<file path="src/include/pfci_pkg.sv">
// Constants and types for the prefetch and configuration invalidation block
// Notes on behaviour
// Prefetch addresses base plus n times stride
// Non-zero stride ignored or illegal; revision option
// Prefetch is best effort, nothing guaranteed
// Size gives power-of-two translation count
// Nonsecure attribute feeds secure stage 2 only
// Software keeps nonsecure attribute zero when reserved
// Prefetch walk count is capped
// Flag updates behave like speculative reads
// Software invalidates after changing structures
// Software assumes structures cached independently
// Invalidation removes at least selected structures
// Stream entry invalidation leaves TLB alone
// Secure queue: security select picks state
// Non-secure queue touches only non-secure entries
// Leaf zero also drops level-1 stream pointers
// Single entry drops context descriptors and pointers
// Stream invalidation drops virtual machine structure data
// Span is aligned two^(range+1) identifiers
// Span drops level-1 stream pointers inside
// Span drops context data within span
// Range 31 invalidates everything for state
// Software prefers leaf one form
// Non-secure queue with security select illegal
// Disabled unit consumes prefetch without action
// Commands consumed in order after effects
package pfci_pkg;
    localparam int SID_W       = 32;
    localparam int SIZE_W      = 5;
    localparam int STRIDE_W    = 5;
    localparam int RANGE_W     = 5;
    localparam int ADDR_W      = 64;
    localparam int PAGE_SHIFT  = 12;
    localparam logic [RANGE_W-1:0] RANGE_ALL = 5'h1F;
    // Walk cap keeps one prefetch bounded to at most 64 walks
    localparam logic [15:0] WALK_CAP     = 16'h0040;
    localparam logic [7:0]  OP_PREFETCH  = 8'h02;
    localparam logic [7:0]  OP_INV_ENTRY = 8'h03;
    localparam logic [7:0]  OP_INV_SPAN  = 8'h04;
    localparam logic [7:0]  OP_INV_ALL   = 8'h05;

    typedef enum logic [1:0]
    {
        PFCI_IDLE  = 2'b00,
        PFCI_WALK  = 2'b01,
        PFCI_INVAL = 2'b10,
        PFCI_DONE  = 2'b11
    } pfci_state_t;
endpackage

</file>
<file path="src/rtl/pfci_addr.sv">
// Prefetch address generator: base plus index scaled by stride
module pfci_addr
    import pfci_pkg::*;
(
    // Inputs
    input  wire logic [ADDR_W-1:0]   base,
    input  wire logic [STRIDE_W-1:0] stride,
    input  wire logic [15:0]         index,
    // Address
    output logic      [ADDR_W-1:0]   addr
);
    logic [ADDR_W-1:0] offs;

    always_comb
    begin
        offs = {48'h0, index} << ({27'h0, stride} + PAGE_SHIFT);
        addr = base + offs;
    end
endmodule

</file>
<file path="src/rtl/pfci_span.sv">
// Aligned stream identifier span computation for ranged invalidation
module pfci_span
    import pfci_pkg::*;
(
    // Request
    input  wire logic [SID_W-1:0]   sid,
    input  wire logic [RANGE_W-1:0] range,
    // Span
    output logic      [SID_W-1:0]   first,
    output logic      [SID_W-1:0]   last
);
    logic [SID_W-1:0] mask;

    always_comb
    begin
        // Mask of low range+1 bits; range 31 covers every bit
        mask  = ~({SID_W{1'b1}} << ({27'h0, range} + 32'h1));
        if (range == RANGE_ALL)
        begin
            mask = {SID_W{1'b1}};
        end
        first = sid & ~mask;
        last  = first | mask;
    end
endmodule

</file>
<file path="src/rtl/pfci_top.sv">
// Command interpreter for address prefetch and configuration invalidation
module pfci_top
    import pfci_pkg::*;
(
    // Clock and reset
    input  wire logic                CLK,
    input  wire logic                NRST,
    // Configuration
    input  wire logic                TRANSLATION_UNIT_ENABLE,
    input  wire logic                SECURE_STAGE2_SUPPORTED,
    input  wire logic                STRIDE_SUPPORTED,
    input  wire logic                STRIDE_STRICT,
    // Command in
    input  wire logic                CMD_VALID,
    output logic                     CMD_READY,
    input  wire logic [7:0]          CMD_OPCODE,
    input  wire logic                CMD_SECURE_QUEUE,
    input  wire logic                CMD_SECURITY_SELECT,
    input  wire logic [SID_W-1:0]    CMD_STREAM_IDENTIFIER,
    input  wire logic                CMD_SUBSTREAM_VALID,
    input  wire logic [19:0]         CMD_SUBSTREAM_IDENTIFIER,
    input  wire logic [ADDR_W-1:0]   CMD_ADDR,
    input  wire logic                CMD_NONSECURE_ATTR,
    input  wire logic [SIZE_W-1:0]   CMD_SIZE,
    input  wire logic [STRIDE_W-1:0] CMD_STRIDE,
    input  wire logic                CMD_LEAF,
    input  wire logic [RANGE_W-1:0]  CMD_RANGE,
    // Translation walk requests
    output logic                     WALK_VALID,
    input  wire logic                WALK_READY,
    output logic [ADDR_W-1:0]        WALK_ADDR,
    output logic [SID_W-1:0]         WALK_STREAM_IDENTIFIER,
    output logic                     WALK_SECURE,
    output logic                     WALK_SUBSTREAM_VALID,
    output logic [19:0]              WALK_SUBSTREAM_IDENTIFIER,
    output logic                     WALK_NONSECURE_ATTR,
    output logic                     WALK_SPECULATIVE,
    // Configuration cache invalidation
    output logic                     INV_VALID,
    input  wire logic                INV_DONE,
    output logic [SID_W-1:0]         INV_FIRST,
    output logic [SID_W-1:0]         INV_LAST,
    output logic                     INV_SECURE,
    output logic                     INV_STREAM_ENTRY,
    output logic                     INV_LEVEL1_STREAM_POINTER,
    output logic                     INV_CONTEXT_DESCRIPTOR,
    output logic                     INV_LEVEL1_CONTEXT_POINTER,
    output logic                     INV_VIRTUAL_MACHINE_STRUCTURE,
    output logic                     INV_ALL,
    // Status
    output logic                     CONSUME,
    output logic                     ILLEGAL_COMMAND_ERROR
);
    pfci_state_t       state_reg, state_next;
    logic [ADDR_W-1:0] base_reg, base_next;
    logic [STRIDE_W-1:0] stride_reg, stride_next;
    logic [15:0]       idx_reg, idx_next;
    logic [15:0]       cnt_reg, cnt_next;
    logic [SID_W-1:0]  sid_reg, sid_next;
    logic              sec_reg, sec_next;
    logic              ssv_reg, ssv_next;
    logic [19:0]       ssid_reg, ssid_next;
    logic              nsa_reg, nsa_next;
    logic              leaf_reg, leaf_next;
    logic              span_reg, span_next;
    logic [RANGE_W-1:0] range_reg, range_next;
    logic              err_reg, err_next;
    logic              cons_reg, cons_next;
    logic [SID_W-1:0]  span_first, span_last;
    logic [ADDR_W-1:0] gen_addr;
    logic              is_pf, is_ent, is_span, is_all, illegal;
    logic [16:0]       want;

    pfci_span u_span
    (
        .sid   (sid_reg),
        .range (range_reg),
        .first (span_first),
        .last  (span_last)
    );

    pfci_addr u_addr
    (
        .base   (base_reg),
        .stride (stride_reg),
        .index  (idx_reg),
        .addr   (gen_addr)
    );

    always_comb
    begin
        is_pf   = CMD_OPCODE == OP_PREFETCH;
        is_ent  = CMD_OPCODE == OP_INV_ENTRY;
        is_span = CMD_OPCODE == OP_INV_SPAN;
        is_all  = CMD_OPCODE == OP_INV_ALL;
        illegal = !(is_pf || is_ent || is_span || is_all);
        if (!CMD_SECURE_QUEUE && CMD_SECURITY_SELECT)
        begin
            illegal = 1'b1;
        end
        if (is_pf && !STRIDE_SUPPORTED && STRIDE_STRICT && CMD_STRIDE != 5'h00)
        begin
            illegal = 1'b1;
        end
    end

    // Count requested: 2^size, capped by the walk limit
    always_comb
    begin
        want = 17'h00001 << cnt_reg[4:0];
        // Sizes above 16 shift out of the word and would read as zero
        if (cnt_reg[4:0] > 5'h10 || want > {1'b0, WALK_CAP})
        begin
            want = {1'b0, WALK_CAP};
        end
    end

    always_comb
    begin
        state_next  = state_reg;
        base_next   = base_reg;
        stride_next = stride_reg;
        idx_next    = idx_reg;
        cnt_next    = cnt_reg;
        sid_next    = sid_reg;
        sec_next    = sec_reg;
        ssv_next    = ssv_reg;
        ssid_next   = ssid_reg;
        nsa_next    = nsa_reg;
        leaf_next   = leaf_reg;
        span_next   = span_reg;
        range_next  = range_reg;
        err_next    = err_reg;
        cons_next   = 1'b0;
        case (state_reg)
            PFCI_IDLE:
            begin
                // Stops on error; a reset restarts consumption
                if (CMD_VALID && !err_reg)
                begin
                    sid_next   = CMD_STREAM_IDENTIFIER;
                    // Non-secure queue only ever reaches non-secure entries
                    sec_next   = CMD_SECURE_QUEUE & CMD_SECURITY_SELECT;
                    ssv_next   = CMD_SUBSTREAM_VALID;
                    ssid_next  = CMD_SUBSTREAM_IDENTIFIER;
                    // Attribute only reaches secure stage 2 when it may be set
                    nsa_next   = CMD_NONSECURE_ATTR & SECURE_STAGE2_SUPPORTED
                                 & CMD_SECURE_QUEUE & CMD_SECURITY_SELECT;
                    leaf_next  = CMD_LEAF;
                    base_next  = {CMD_ADDR[ADDR_W-1:PAGE_SHIFT], 12'h000};
                    stride_next = STRIDE_SUPPORTED ? CMD_STRIDE : 5'h00;
                    cnt_next   = {11'h000, CMD_SIZE};
                    idx_next   = 16'h0000;
                    span_next  = is_span | is_all;
                    range_next = is_all ? RANGE_ALL : CMD_RANGE;
                    if (illegal)
                    begin
                        err_next = 1'b1;
                    end
                    else if (is_pf)
                    begin
                        // Disabled unit: consumed, nothing fetched
                        state_next = TRANSLATION_UNIT_ENABLE ? PFCI_WALK : PFCI_DONE;
                    end
                    else
                    begin
                        state_next = PFCI_INVAL;
                    end
                end
            end
            PFCI_WALK:
            begin
                if (WALK_READY)
                begin
                    idx_next = idx_reg + 16'h0001;
                    if ({1'b0, idx_reg} + 17'h00001 >= want)
                    begin
                        state_next = PFCI_DONE;
                    end
                end
            end
            PFCI_INVAL:
            begin
                if (INV_DONE)
                begin
                    state_next = PFCI_DONE;
                end
            end
            PFCI_DONE:
            begin
                cons_next  = 1'b1;
                state_next = PFCI_IDLE;
            end
            default:
            begin
                state_next = PFCI_IDLE;
            end
        endcase
    end

    always_ff @(posedge CLK or negedge NRST)
    begin
        if (!NRST)
        begin
            state_reg  <= PFCI_IDLE;
            base_reg   <= 64'h0;
            stride_reg <= 5'h00;
            idx_reg    <= 16'h0000;
            cnt_reg    <= 16'h0000;
            sid_reg    <= 32'h0;
            sec_reg    <= 1'b0;
            ssv_reg    <= 1'b0;
            ssid_reg   <= 20'h00000;
            nsa_reg    <= 1'b0;
            leaf_reg   <= 1'b0;
            span_reg   <= 1'b0;
            range_reg  <= 5'h00;
            err_reg    <= 1'b0;
            cons_reg   <= 1'b0;
        end
        else
        begin
            state_reg  <= state_next;
            base_reg   <= base_next;
            stride_reg <= stride_next;
            idx_reg    <= idx_next;
            cnt_reg    <= cnt_next;
            sid_reg    <= sid_next;
            sec_reg    <= sec_next;
            ssv_reg    <= ssv_next;
            ssid_reg   <= ssid_next;
            nsa_reg    <= nsa_next;
            leaf_reg   <= leaf_next;
            span_reg   <= span_next;
            range_reg  <= range_next;
            err_reg    <= err_next;
            cons_reg   <= cons_next;
        end
    end

    assign CMD_READY             = (state_reg == PFCI_IDLE) && !err_reg;
    assign CONSUME               = cons_reg;
    assign ILLEGAL_COMMAND_ERROR = err_reg;

    // Best effort walks; the walker may drop any of them
    assign WALK_VALID                = state_reg == PFCI_WALK;
    assign WALK_ADDR                 = gen_addr;
    assign WALK_STREAM_IDENTIFIER    = sid_reg;
    assign WALK_SECURE               = sec_reg;
    assign WALK_SUBSTREAM_VALID      = ssv_reg;
    assign WALK_SUBSTREAM_IDENTIFIER = ssid_reg;
    assign WALK_NONSECURE_ATTR       = nsa_reg;
    assign WALK_SPECULATIVE          = 1'b1;

    // Single entry spans one identifier; TLB is never touched here
    assign INV_VALID                     = state_reg == PFCI_INVAL;
    assign INV_FIRST                     = span_reg ? span_first : sid_reg;
    assign INV_LAST                      = span_reg ? span_last : sid_reg;
    assign INV_SECURE                    = sec_reg;
    assign INV_STREAM_ENTRY              = 1'b1;
    assign INV_LEVEL1_STREAM_POINTER     = span_reg | !leaf_reg;
    assign INV_CONTEXT_DESCRIPTOR        = 1'b1;
    assign INV_LEVEL1_CONTEXT_POINTER    = 1'b1;
    assign INV_VIRTUAL_MACHINE_STRUCTURE = 1'b1;
    assign INV_ALL                       = span_reg && range_reg == RANGE_ALL;
endmodule

</file>
<file path="config.mk">
export PLATFORM = sky130hd
export DESIGN_NAME = pfci_top
export DESIGN_NICKNAME = d
export VERILOG_FILES = /design/src/include/pfci_pkg.sv /design/src/rtl/pfci_addr.sv /design/src/rtl/pfci_span.sv /design/src/rtl/pfci_top.sv
export SDC_FILE = /design/constraint.sdc
export NUM_CORES = 1
export LEC_CHECK = 0
export BUFFER_PORTS_ARGS = -buffer_cell sky130_fd_sc_hd__buf_4
export CORE_MARGIN = 8
export CORE_UTILIZATION = 57
export DETAILED_ROUTE_END_ITERATION = 16
export PLACE_DENSITY_LB_ADDON = 0.3
export SLEW_MARGIN = 20
export SYNTH_ARGS = -nofsm -noshare
export SYNTH_HDL_FRONTEND = slang
export SYNTH_SLANG_ARGS = --single-unit
</file>
<file path="constraint.sdc">
create_clock -name CLK -period 12.4 [get_ports CLK]
set_input_delay 3.72 -clock CLK [delete_from_list [all_inputs] [get_ports CLK]]
set_output_delay 3.72 -clock CLK [all_outputs]
set_load 0.02 [all_outputs]
</file>
-- Word-level counts from Yosys, hierarchy flattened
Index checks and enable logic that the tools add are counted.
- magnitude comparators: 3
- bitwise logic cells: 10
- shift-type cells: 3
- muxes and demuxes: 20
- reductions and logical operators: 23
- add/subtract/negate cells: 5
- equal/unequal tests: 13
- operator list (kind ; number):
    two-way mux 32 bit ; 3
    adder 64 bit ; 1
    inverter 32 bit ; 2
    << shifter 16 x 32 -> 64 bit ; 1
    bitwise AND 32 bit ; 1
    two-way mux 16 bit ; 2
    bitwise OR 32 bit ; 1
    case mux 16 bit (2 select lines) ; 1
    << shifter 32 x 32 -> 32 bit, first input constant ; 1
    adder 16 x 1 -> 17 bit, second input constant ; 1
    >= comparator 17 bit ; 1
    greater-than comparator 17 x 7 -> 1 bit, second input constant ; 1
    two-way mux 17 bit ; 1
    << shifter 1 x 5 -> 17 bit, first input constant ; 1
    adder 16 x 1 -> 16 bit, second input constant ; 1
    equality test 8 x 2 -> 1 bit, second input constant ; 2
    equality test 8 x 3 -> 1 bit, second input constant ; 2
    two-way mux 2 bit ; 7
    two-way mux 5 bit ; 2
    case mux 2 bit (4 select lines) ; 1
    logical AND 1 bit ; 7
    adder 5 x 1 -> 6 bit, second input constant ; 1
    adder 5 x 4 -> 6 bit, second input constant ; 1
    != test 2 x 1 -> 1 bit, second input constant ; 3
    16 further kinds ; 32
- output and inout port bits: 196
- input port bits: 153
- word-level logic and storage cells: 92
- flip-flop bits (word level): 144

-- Longest topological paths before layout
Gate-level depths: netlist of run 1.
- depth after elaboration: 10
- gate-level depth with buffers: 22
- depth with buffers taken out: 19

-- Hierarchy
From an unflattened synthesis of run 1, not the netlist that was laid out.
- cells, all modules: 1842
- area total of the unflattened synthesis: 13168.9 um2
- modules (own cells, without submodules) (module ; times used ; sequential area each (um2) ; area each (um2) ; cells an instance):
    pfci_top ; 1 ; 3603.5 ; 7136.8 ; 901
    pfci_addr ; 1 ; 0.0 ; 5032.3 ; 793
    pfci_span ; 1 ; 0.0 ; 999.7 ; 148

-- Worst setup path before layout of run 1
Ideal clock, no wire load.
- kind: reg2out
- from: register stride_reg[2]
- to: output WALK_ADDR[63]
- arrival: 4.330 ns
- setup slack: 4.350 ns
- buffers on the path: 4
- data required time: 8.680 ns
- stages on the path, launching flop included: 20
- cell sequence: dfrtp_1 > inv_1 > buf_1 > ha_1 > clkbuf_1 > clkbuf_1 > clkbuf_1 > a21oi_1 > o21ai_0 > nor2_1 > ha_1 > o21a_1 > nor2b_1 > a41oi_2 > o211ai_1 > a311o_1 > a41oi_2 > o221ai_2 > a211oi_2 > xnor2_1
- longest elaborated chain between the ends: 3
- ends and longest elaborated chain (what ; line ; source):
    start: declaration ; pfci_top.sv:56 ; logic [STRIDE_W-1:0] stride_reg, stride_next;
    start signal: assignment ; pfci_top.sv:225 ; stride_reg <= stride_next;
    adder 5 x 4 -> 6 bit ; pfci_addr.sv:16 ; offs = {48'h0, index} << ({27'h0, stride} + PAGE_SHIFT);
    << shifter 16 x 32 -> 64 bit ; pfci_addr.sv:16 ;
    adder 64 bit ; pfci_addr.sv:17 ; addr = base + offs;
    end: declaration ; pfci_top.sv:31 ; output logic [ADDR_W-1:0] WALK_ADDR,
Every way passes these cells.

-- Worst setup path in the final report of run 1
Ends and elaborated chain as after synthesis.

==> flow_metrics.py, run 1 <==
metrics = {
    "synth": {
        "synth_xor_area_frac": 0.0499,
        "yosysTopAreaCellShare": 0.316,
        "synthAdderAreaFrac": 0.0883,
        "synth_simple_gate_area_frac": 0.290,
        "synth_edf_count": 0,
        "syn_area_per_cell_um2": 7.54,
        "ys_ff_latch": 144,
        "syn-cell-area_um2": 11400,
        "synth.largest_area_cell": "dfrtp_1",
        "synth_area_leaders": "dfrtp_1 32%, nand2_1 15%, ha_1 8.7%, a21oi_1 4.0%, nor2_1 3.5%",
        "synthArstFlopShare": 1.00,
        "synth_ff_type": "dfrtp_1",
        "synth_compound_area_frac": 0.181,
        "synth_cells": 1515,
        "yosysSeqAreaShare": 0.316,
        "synthMuxAreaShare": 0.0333,
        "post-synth-top-count-cell": "nand2_1",
        "yosysUniqueCellTypes": 72,
        "ys.warnings.count": 0,
        "synth_commonest_cells": "445 x nand2_1, 144 x dfrtp_1, 106 x nor2_1",
        "synth_top_family_by_area": "simple AND/OR/NAND/NOR gates",
    },
    "final_layout": {
        "largest_reg_flops": 52,
        "final_util": 0.743,
        "seqCellArea_um2": 3600,
        "multi_input_area_um2": 7400,
        "n_antenna_cell": 0,
        "areaGrowthSynthToFinish_pct": 27.5,
        "drive_above_1_share": 0.234,
        "finish.net_count": 2027,
        "fin_area_um2": 14600,
        "n_fill_cell": 1600,
    },
    "timing": {
        "max_freq_ghz": 0.0970,
        "clock_skew_ps": 17.1,
        "slew_viol_final": 0,
        "fin_crit_sh": 0.832,
        "tns_ps": 0,
        "fin_ws_ps": 2090,
        "grt_setup_unrepaired": "false",
        "period_needed_ps": 10310,
        "worst_pin_slew_ps": 1080,
        "slew_headroom": 0.279,
        "setup_viol": 0,
        "fin_hold_ws_ps": 479,
        "hold_viol_final": 0,
    },
    "cts": {
        "numCtsBuffers": 17,
        "cts_root_buf": "clkbuf_16",
        "htree_levels": 4,
        "holdBufCountCts": 0,
        "cts_buffer_depth": 2,
        "clock-sinks": 144,
        "clk_pin_slew_ps": 70,
        "cts_resized": 0,
        "clk_latency_ps": 440,
        "post_cts_buffers": 0,
        "cts_tree": "yes",
    },
    "critical_path": {
        "start_kind": "flip-flop",
        "worst_ep_arrival_time_ps": 6590,
        "crit_slowest_cell": "ha_1",
        "critPathMaxFanout": 42,
        "max_stage_delay_ps": 1150,
        "setup.worst_path.class": "flip-flop to primary output",
        "r2r_end": "state_reg[1]",
        "r2r_setup_slack_ps": 8760,
        "timing.rr.start": "idx_reg[2]",
        "crit_path_cell_trace": "inv_1 > ha_1 > o21ai_0 > nor2_1 > a21oi_1 > nor2_1 > ha_1 > a21oi_1 > o21ai_0 > nor3_1 > o211ai_1 > a311o_1 > a41oi_2 > o221ai_2 > a211oi_2 > xnor2_1 > buf_4",
        "crit_buf_inv": 2,
        "crit_cells": 17,
        "critPathCaptureType": "primary output",
        "cp_data_required_time_ps": 8680,
        "crit_start": "stride_reg[2]",
        "cp_top_family": "compound AO/OA/AOI/OAI gates",
        "ff2ff_path_depth": 14,
        "cp-endpoint": "WALK_ADDR[63]",
    },
    "power": {
        "ir_worst_vdd_v": 0.000206,
        "power.density_nw_per_um2": 334,
        "p_leak_nw": 7.54,
    },
    "hold_path": {
        "min_path_type": "flip-flop to flip-flop",
    },
    "placement": {
        "gp_congestion": 0.949,
        "dp_slack_ps": 2750,
        "hpwl_um": 32600,
        "portBuffers": 331,
        "place_area_um2": 14000,
    },
    "global_routing": {
        "grt.busiest_layer": "met2",
        "gr-usage-met3": 0.0946,
        "grt_first_pass_wirelength_um": 63800,
        "grt_max_degree": 87,
        "grt_pass1_vias": 11900,
        "track_usage": 0.333,
        "met1_usage": 0.386,
        "overflow": 0,
        "antenna_found_initial": 0,
        "met2_usage": 0.551,
    },
    "detailed_routing": {
        "drtAntennaViolNets": 0,
        "drt_pass1_iterations": 5,
        "dr.first_iter.drc_count": 875,
        "num_vias": 12000,
        "drt-vias-per-instance": 5.78,
        "routedWlPerCell_um": 20.1,
        "drc": 0,
        "routed_wl_um": 41700,
    },
    "floorplan": {
        "fp.coreArea_um2": 19600,
        "fp-row-count": 51,
        "die-area_um2": 24800,
        "die_w_um": 158,
        "initial_core_util": 0.583,
        "io_pins": 349,
        "die_y_um": 158,
    },
    "status": {
        "status": "completed",
    },
    "job": {
        "cap_viol_max_count": 0,
    },
}
cell type report:
cell class	instances	area share
Multi-Input combinational cell	1266	0.508
Tap cell	265	0.0228
Timing Repair Buffer	335	0.173
Clock buffer	17	0.0292
Inverter	30	0.00773
Clock inverter	15	0.0115
Sequential cell	144	0.247
tightest hold or removal path: cells and delay by family, from the launching register on:
family / cells / cell delay [ps]
flops: 1 / 350
simple gates: 2 / 100
placed cells by master, fill, tap and decap left out, drive strengths merged, types with 5 or more instances in the layout:
| cell type | netlist | routed |
|---|---|---|
| xor2 | 26 | 26 |
| nor2 | 107 | 107 |
| buf | 23 | 335 |
| a21boi | 5 | 5 |
| nand4 | 12 | 12 |
| a21oi | 94 | 94 |
| o22ai | 15 | 15 |
| nor2b | 32 | 32 |
| and3 | 9 | 9 |
| o21a | 9 | 9 |
| mux2 | 10 | 10 |
| o22a | 8 | 8 |
| nand2b | 30 | 30 |
| o21ai | 82 | 82 |
| dfrtp | 144 | 144 |
| mux2i | 20 | 20 |
| and4 | 5 | 5 |
| o211ai | 7 | 7 |
| conb | 1 | 15 |
| clkbuf | 66 | 17 |
| inv | 30 | 38 |
| o21bai | 13 | 13 |
| nor3 | 12 | 12 |
| a21o | 28 | 28 |
| clkinv | 0 | 5 |
| ha | 79 | 79 |
| or2 | 23 | 23 |
| or3 | 5 | 5 |
| a31oi | 10 | 10 |
| and2 | 28 | 28 |
| xnor2 | 39 | 39 |
| a211oi | 6 | 6 |
| nand3 | 32 | 32 |
| o31ai | 6 | 6 |
| nand2 | 445 | 445 |
stage by stage:
step | cells | power [mW]
global route | 2072 | 5.15
global placement | 2040 | 4.24
finish | 2072 | 4.87
detailed placement | 2040 | 4.29
CTS | 2072 | 4.84
floorplan | 1529 | 2.99
where the power goes:
group	total, mW	leakage [nW]	internal, mW	switching, mW
logic	3.45	5.44	1.31	2.15
clock network	0.524	0.285	0.271	0.253
registers	0.893	1.81	0.670	0.223
total	4.87	7.54	2.25	2.62
how the worst min path moves through the flow:
stage                                             start                            end  slack, ps  depth (start not counted)
final                     WALK_SUBSTREAM_IDENTIFIER[19]  WALK_SUBSTREAM_IDENTIFIER[19]        480                          2
after global routing      WALK_SUBSTREAM_IDENTIFIER[19]  WALK_SUBSTREAM_IDENTIFIER[19]        510                          2
after CTS                                      leaf_reg                       leaf_reg        480                          2
after detailed placement  WALK_SUBSTREAM_IDENTIFIER[19]  WALK_SUBSTREAM_IDENTIFIER[19]        460                          2
after global placement                         leaf_reg                       leaf_reg        460                          2
after floorplan                                leaf_reg                       leaf_reg        450                          2
per-layer routing:
| metal | wire length, um | vias to the layer above | part of all wire |
|---|---|---|---|
| li1 | - | 5678 | - |
| met5 | 0 | - | 0 |
| met2 | 19800 | 518 | 0.47 |
| met4 | 2200 | 0 | 0.053 |
| met1 | 16000 | 5673 | 0.38 |
| met3 | 3800 | 108 | 0.091 |
kinds of logic after synthesis:
family	after synthesis
buffers and inverters	119
AOI/OAI and AO/OA	320
xor gates and xnor gates	65
other	1
adders and majority gates	80
muxes	33
and+or+nand+nor	753
DFF	144
No activity file was read; power rests on OpenSTA's default activity.
==> run 2, diff against run 1 <==
- CORE_UTILIZATION: 57 -> 48
- clock period: 12.4 -> 9.4 ns (I/O delays scaled with it)
==> run 2 against run 1 <==
Compared with the run above:
- total power is 33% higher
- sequential share of layout area is 0.26 points lower
- hold slack better by 6.2 ps
- die area is 17% higher
- sequential power is 30% higher
- utilization is 11 points lower
- combinational power is 32% higher
- via count is 1.8% lower
==> flow_metrics.py, run 2 (same netlist as run 1, synthesis figures left out) <==
metrics = {
    "floorplan": {
        "die_w_um": 170,
        "io_pins": 349,
        "fp.coreArea_um2": 23400,
        "fp-row-count": 56,
        "die_y_um": 170,
        "die-area_um2": 29000,
        "initial_core_util": 0.488,
    },
    "status": {
        "status": "completed",
    },
    "critical_path": {
        "critPathCaptureType": "primary output",
        "setup.worst_path.class": "flip-flop to primary output",
        "start_kind": "flip-flop",
        "cp_top_family": "compound AO/OA/AOI/OAI gates",
        "critPathMaxFanout": 28,
        "worst_ep_arrival_time_ps": 5930,
        "max_stage_delay_ps": 830,
        "crit_slowest_cell": "dfrtp_1",
        "crit_path_cell_trace": "inv_1 > ha_1 > o21ai_0 > nor2_1 > ha_1 > inv_1 > fa_1 > nor2b_1 > o31a_1 > o221a_2 > o21ai_0 > a22oi_1 > a21oi_1 > o31ai_1 > a21boi_0 > xnor2_1 > buf_4",
        "cp_data_required_time_ps": 6580,
        "crit_buf_inv": 3,
    },
    "power": {
        "power_switching_mw": 3.45,
        "ir_worst_vdd_v": 0.000286,
        "fin_total_pwr_mw": 6.48,
        "intPower_mw": 3.02,
        "pwr-share-comb": 0.706,
        "seq_power_share": 0.180,
        "clkPwrFrac": 0.114,
        "p_leak_nw": 7.59,
        "power.density_nw_per_um2": 440,
        "swShare": 0.533,
    },
    "cts": {
        "cts_root_buf": "clkbuf_16",
        "clk_latency_ps": 450,
        "clock-sinks": 144,
        "post_cts_buffers": 0,
        "holdBufCountCts": 0,
        "htree_levels": 4,
        "cts_resized": 0,
        "clk_pin_slew_ps": 70,
        "cts_tree": "yes",
        "cts_buffer_depth": 2,
        "numCtsBuffers": 17,
    },
    "final_layout": {
        "largest_reg_flops": 52,
        "n_fill_cell": 2139,
        "final_common_cell": "nand2_1",
        "areaGrowthSynthToFinish_pct": 28.9,
        "mostFrequentLayoutCells": "445 x nand2_1, 341 x buf_4, 144 x dfrtp_1, 105 x nor2_1, 91 x a21oi_1",
        "drive_above_1_share": 0.236,
        "finish.net_count": 2034,
        "final_util": 0.629,
        "instances_no_fill": 2134,
    },
    "timing": {
        "tns_ps": 0,
        "setup_viol": 0,
        "max_freq_ghz": 0.114,
        "grt_setup_unrepaired": "false",
        "period_needed_ps": 8750,
        "clock_skew_ps": 14.1,
        "fin_ws_ps": 646,
        "fin_crit_sh": 0.931,
        "worst_pin_slew_ps": 873,
        "slew_headroom": 0.418,
        "hold_viol_final": 0,
        "slew_viol_final": 0,
    },
    "job": {
        "cap_viol_max_count": 0,
    },
    "detailed_routing": {
        "num_vias": 11800,
        "dr.first_iter.drc_count": 994,
        "drc": 0,
        "drtAntennaViolNets": 0,
        "drt_pass1_iterations": 5,
        "routedWlPerCell_um": 19.4,
        "drt-vias-per-instance": 5.51,
        "routed_wl_um": 41500,
    },
    "global_routing": {
        "track_usage": 0.282,
        "grt_pass1_vias": 11700,
        "grt_max_degree": 85,
        "grt_first_pass_wirelength_um": 64500,
        "antenna_found_initial": 1,
        "overflow": 0,
    },
    "placement": {
        "gp_congestion": 0.928,
        "placedCellCount": 2101,
        "hpwl_um": 32900,
        "dp_slack_ps": 1230,
        "portBuffers": 331,
    },
    "hold_path": {
        "min_path_type": "flip-flop to flip-flop",
    },
}
run 2: layout make-up:
cell class / count / area (um2) / area share
Clock buffer: 17 / 425 / 0.0289
Inverter: 30 / 113 / 0.00765
Timing Repair Buffer: 342 / 2570 / 0.175
Sequential cell: 144 / 3600 / 0.245
Multi-Input combinational cell: 1266 / 7400 / 0.503
Tap cell: 319 / 399 / 0.0271
Clock inverter: 15 / 205 / 0.0139
Antenna cell: 1 / 2.50 / 0.000170
run 2: routing by layer:
layer	vias to the layer above	global-route usage	wire length (um)
li1	5706	-	-
met2	436	0.486	20500
met4	2	0.0843	978
met1	5571	0.335	16400
met5	-	0	10
met3	49	0.0820	3650
run 2: metrics by stage:
step                cell area, um2  hold WS (ps)
detailed placement           14100           464
CTS                          14700           481
global placement             14100           458
floorplan                    11500           447
finish                       14700           485
global route                 14700           512
run 2: path summary, 6_finish.rpt:
| kind | to | slack [ps] | depth (start not counted) | from |
|---|---|---|---|---|
| max in group asynchronous | range_reg[4] | 5560 | 2 | NRST |
| setup / recovery | WALK_ADDR[44] | 650 | 17 | stride_reg[2] |
| hold / removal | WALK_SUBSTREAM_IDENTIFIER[14] | 490 | 2 | WALK_SUBSTREAM_IDENTIFIER[14] |
| min in group asynchronous | idx_reg[15] | 2450 | 1 | NRST |
| setup reg to reg | state_reg[1] | 5800 | 14 | idx_reg[2] |
| hold reg to reg | WALK_SUBSTREAM_IDENTIFIER[14] | 490 | 2 | WALK_SUBSTREAM_IDENTIFIER[14] |
run 2: tightest hold or removal path, stage by stage, from the launching register on:
cell and delay [ps]:
dfrtp_1 350, nand2_1 50, nand2_1 60
run 2: power by group through the flow:
stage | combinational, mW | sequential (mW) | clock [mW]
after floorplan | 2.75 | 1.19 | 0
after global routing | 4.92 | 1.20 | 0.774
final | 4.57 | 1.16 | 0.741
after CTS | 4.55 | 1.16 | 0.750
after detailed placement | 4.53 | 1.17 | 0
after global placement | 4.49 | 1.16 | 0
==> run 3, diff against run 2 <==
- CORE_UTILIZATION: 48 -> 49
- SYNTH_HIERARCHICAL: unset -> 1
==> run 3 against run 2 <==
Compared with the run above:
- total power increased by 0.99%
- design area increased by 11%
- synthesized cell count increased by 22%
- global-route usage decreased by 0.57 points
- clock skew increased by 2.2 ps
- maximum frequency increased by 0.40%
- setup slack improved by 35 ps
- register-to-register slack improved by 290 ps
- synthesized area increased by 15%
- final cell count increased by 16%
- via count increased by 20%
- routed wire length increased by 12%
- largest cell class unchanged
- largest power group unchanged
==> flow_metrics.py, run 3 <==
metrics = {
    "synth": {
        "yosysUniqueCellTypes": 72,
        "synth_edf_count": 0,
        "synth_ff_type": "dfrtp_1",
        "yosysSeqAreaShare": 0.274,
        "syn_area_per_cell_um2": 7.15,
        "syn-cell-area_um2": 13200,
        "synth_commonest_cells": "604 x nand2_1, 144 x dfrtp_1, 108 x nor2_1",
        "ys_ff_latch": 144,
        "yosysTopAreaCellShare": 0.274,
        "post-synth-top-count-cell": "nand2_1",
        "ys.warnings.count": 6,
        "synth_area_leaders": "dfrtp_1 27%, nand2_1 17%, ha_1 8.7%, a21oi_1 4.0%, xnor2_1 3.1%",
        "synthArstFlopShare": 1.00,
        "synth.largest_area_cell": "dfrtp_1",
        "synth_cells": 1842,
    },
    "placement": {
        "place_area_um2": 15800,
        "dp_slack_ps": 1280,
        "gp_congestion": 0.940,
        "portBuffers": 331,
        "hpwl_um": 35700,
    },
    "detailed_routing": {
        "routedWlPerCell_um": 18.8,
        "num_vias": 14200,
        "drt-vias-per-instance": 5.72,
        "dr.first_iter.drc_count": 1223,
        "drt_pass1_iterations": 5,
        "drtAntennaViolNets": 0,
        "drc": 0,
        "routed_wl_um": 46600,
    },
    "timing": {
        "setup_viol": 0,
        "max_freq_ghz": 0.115,
        "clock_skew_ps": 16.2,
        "period_needed_ps": 8720,
        "slew_viol_final": 0,
        "fin_crit_sh": 0.928,
        "slew_headroom": 0.278,
        "worst_pin_slew_ps": 1080,
        "fin_hold_ws_ps": 479,
        "fin_ws_ps": 681,
        "tns_ps": 0,
        "hold_viol_final": 0,
        "grt_setup_unrepaired": "false",
    },
    "cts": {
        "cts_tree": "yes",
        "cts_buffer_depth": 2,
        "cts_resized": 0,
        "clk_pin_slew_ps": 70,
        "clock-sinks": 144,
        "htree_levels": 4,
        "post_cts_buffers": 0,
        "cts_root_buf": "clkbuf_16",
        "clk_latency_ps": 440,
        "numCtsBuffers": 17,
        "holdBufCountCts": 0,
    },
    "final_layout": {
        "areaGrowthSynthToFinish_pct": 24.6,
        "largest_reg_flops": 52,
        "n_antenna_cell": 0,
        "mostFrequentLayoutCells": "603 x nand2_1, 344 x buf_4, 143 x dfrtp_1, 108 x nor2_1, 106 x a21oi_1",
        "final_common_cell": "nand2_1",
        "fin_area_um2": 16400,
        "seqCellArea_um2": 3600,
        "drive_above_1_share": 0.186,
        "multi_input_area_um2": 9000,
        "n_fill_cell": 2472,
        "finish.net_count": 2371,
    },
    "floorplan": {
        "die_w_um": 180,
        "fp.coreArea_um2": 26700,
        "io_pins": 349,
        "die_y_um": 180,
        "fp-row-count": 60,
        "die-area_um2": 32400,
        "initial_core_util": 0.494,
    },
    "global_routing": {
        "grt_first_pass_wirelength_um": 73400,
        "antenna_found_initial": 0,
        "grt_pass1_vias": 13800,
        "track_usage": 0.276,
        "overflow": 0,
        "grt_max_degree": 100,
    },
    "power": {
        "power.density_nw_per_um2": 399,
        "ir_worst_vdd_v": 0.000229,
        "p_leak_nw": 8.46,
    },
    "status": {
        "status": "completed",
    },
    "critical_path": {
        "timing.rr.start": "idx_reg[0]",
        "worst_ep_arrival_time_ps": 5900,
        "crit_buf_inv": 3,
        "max_stage_delay_ps": 770,
        "setup.worst_path.class": "flip-flop to primary output",
        "r2r_setup_slack_ps": 6090,
        "cp_data_required_time_ps": 6580,
        "ff2ff_path_depth": 10,
        "crit_slowest_cell": "dfrtp_1",
        "cp_top_family": "compound AO/OA/AOI/OAI gates",
        "critPathCaptureType": "primary output",
        "critPathMaxFanout": 16,
        "crit_path_cell_trace": "buf_4 > mux2_2 > nor2_1 > a21oi_1 > nand2_1 > nand2_1 > a21oi_1 > buf_4 > nor2_1 > a21oi_1 > nor2_1 > ha_1 > nand4_1 > nor3_1 > a2bb2oi_1 > nor4_1 > a211oi_1 > a211o_1 > a211oi_1 > mux2i_1 > o2111ai_1 > buf_4",
        "r2r_end": "state_reg[0]",
        "start_kind": "flip-flop",
    },
    "hold_path": {
        "min_path_type": "flip-flop to flip-flop",
        "holdCritStartpoint": "WALK_SUBSTREAM_VALID",
        "min_delay_worst_endpoint": "WALK_SUBSTREAM_VALID",
        "whs_path_depth": 2,
    },
    "job": {
        "cap_viol_max_count": 0,
    },
}
## run 3: how the worst max path moves through the flow
| stage | startpoint | endpoint | slack [ps] | depth (start not counted) |
|---|---|---|---|---|
| after floorplan | stride_reg[2] | WALK_ADDR[59] | 1910 | 18 |
| after global placement | stride_reg[0] | WALK_ADDR[61] | 1290 | 18 |
| after detailed placement | stride_reg[1] | WALK_ADDR[61] | 1280 | 22 |
| after CTS | stride_reg[1] | WALK_ADDR[61] | 770 | 22 |
| after global routing | stride_reg[1] | WALK_ADDR[61] | 270 | 22 |
| final | stride_reg[1] | WALK_ADDR[61] | 680 | 22 |
## run 3: final cells by class
type	count	share of cell area
Multi-Input combinational cell	1563	0.549
Sequential cell	144	0.220
Timing Repair Buffer	345	0.158
Clock buffer	18	0.0268
Tap cell	341	0.0260
Inverter	54	0.0124
Clock inverter	14	0.00854
## run 3: power breakdown
group	leakage (nW)	internal (mW)	switching [mW]	total, mW
Combinational	6.35	1.73	2.91	4.63
Sequential	1.82	0.894	0.313	1.21
Clock	0.280	0.361	0.338	0.699
## run 3: kinds of logic (layout without fill, tap and decap cells)
| group | after synthesis | count (layout) | share of synthesized area |
|---|---|---|---|
| compound gates | 370 | 370 | 0.186 |
| xor+xnor | 78 | 78 | 0.0524 |
| fa+ha+maj | 93 | 93 | 0.0889 |
| buf+inv | 161 | 431 | 0.0512 |
| flops | 144 | 144 | 0.274 |
| mux | 44 | 44 | 0.0344 |
| other cells | 2 | 28 | 0.000570 |
| simple gates | 950 | 950 | 0.313 |
## run 3: through the flow
| step | util | power [mW] | std cells |
|---|---|---|---|
| 5_1_grt | 0.616 | 6.99 | 2479 |
| 3_5_place_dp | 0.594 | 5.79 | 2447 |
| 2_1_floorplan | - | 4.12 | 1868 |
| 6_report | 0.616 | 6.54 | 2479 |
| 4_1_cts | 0.616 | 6.52 | 2479 |
| 3_3_place_gp | 0.594 | 5.71 | 2447 |
## run 3: routing by layer
metal	track usage	part of all wire
met5	0	0
met4	0.113	0.037
met3	0.0748	0.079
met2	0.468	0.47
met1	0.327	0.41
## run 3: worst register-to-register path, cell delays in order (launching register included)
cell and delay (ps):
dfrtp_1 560, ha_1 330, and4_1 340, nand4_1 210, xnor2_1 200, ha_1 310
nand4_1 160, nor4_1 310, a22oi_1 130, a311oi_2 310, mux2_1 360
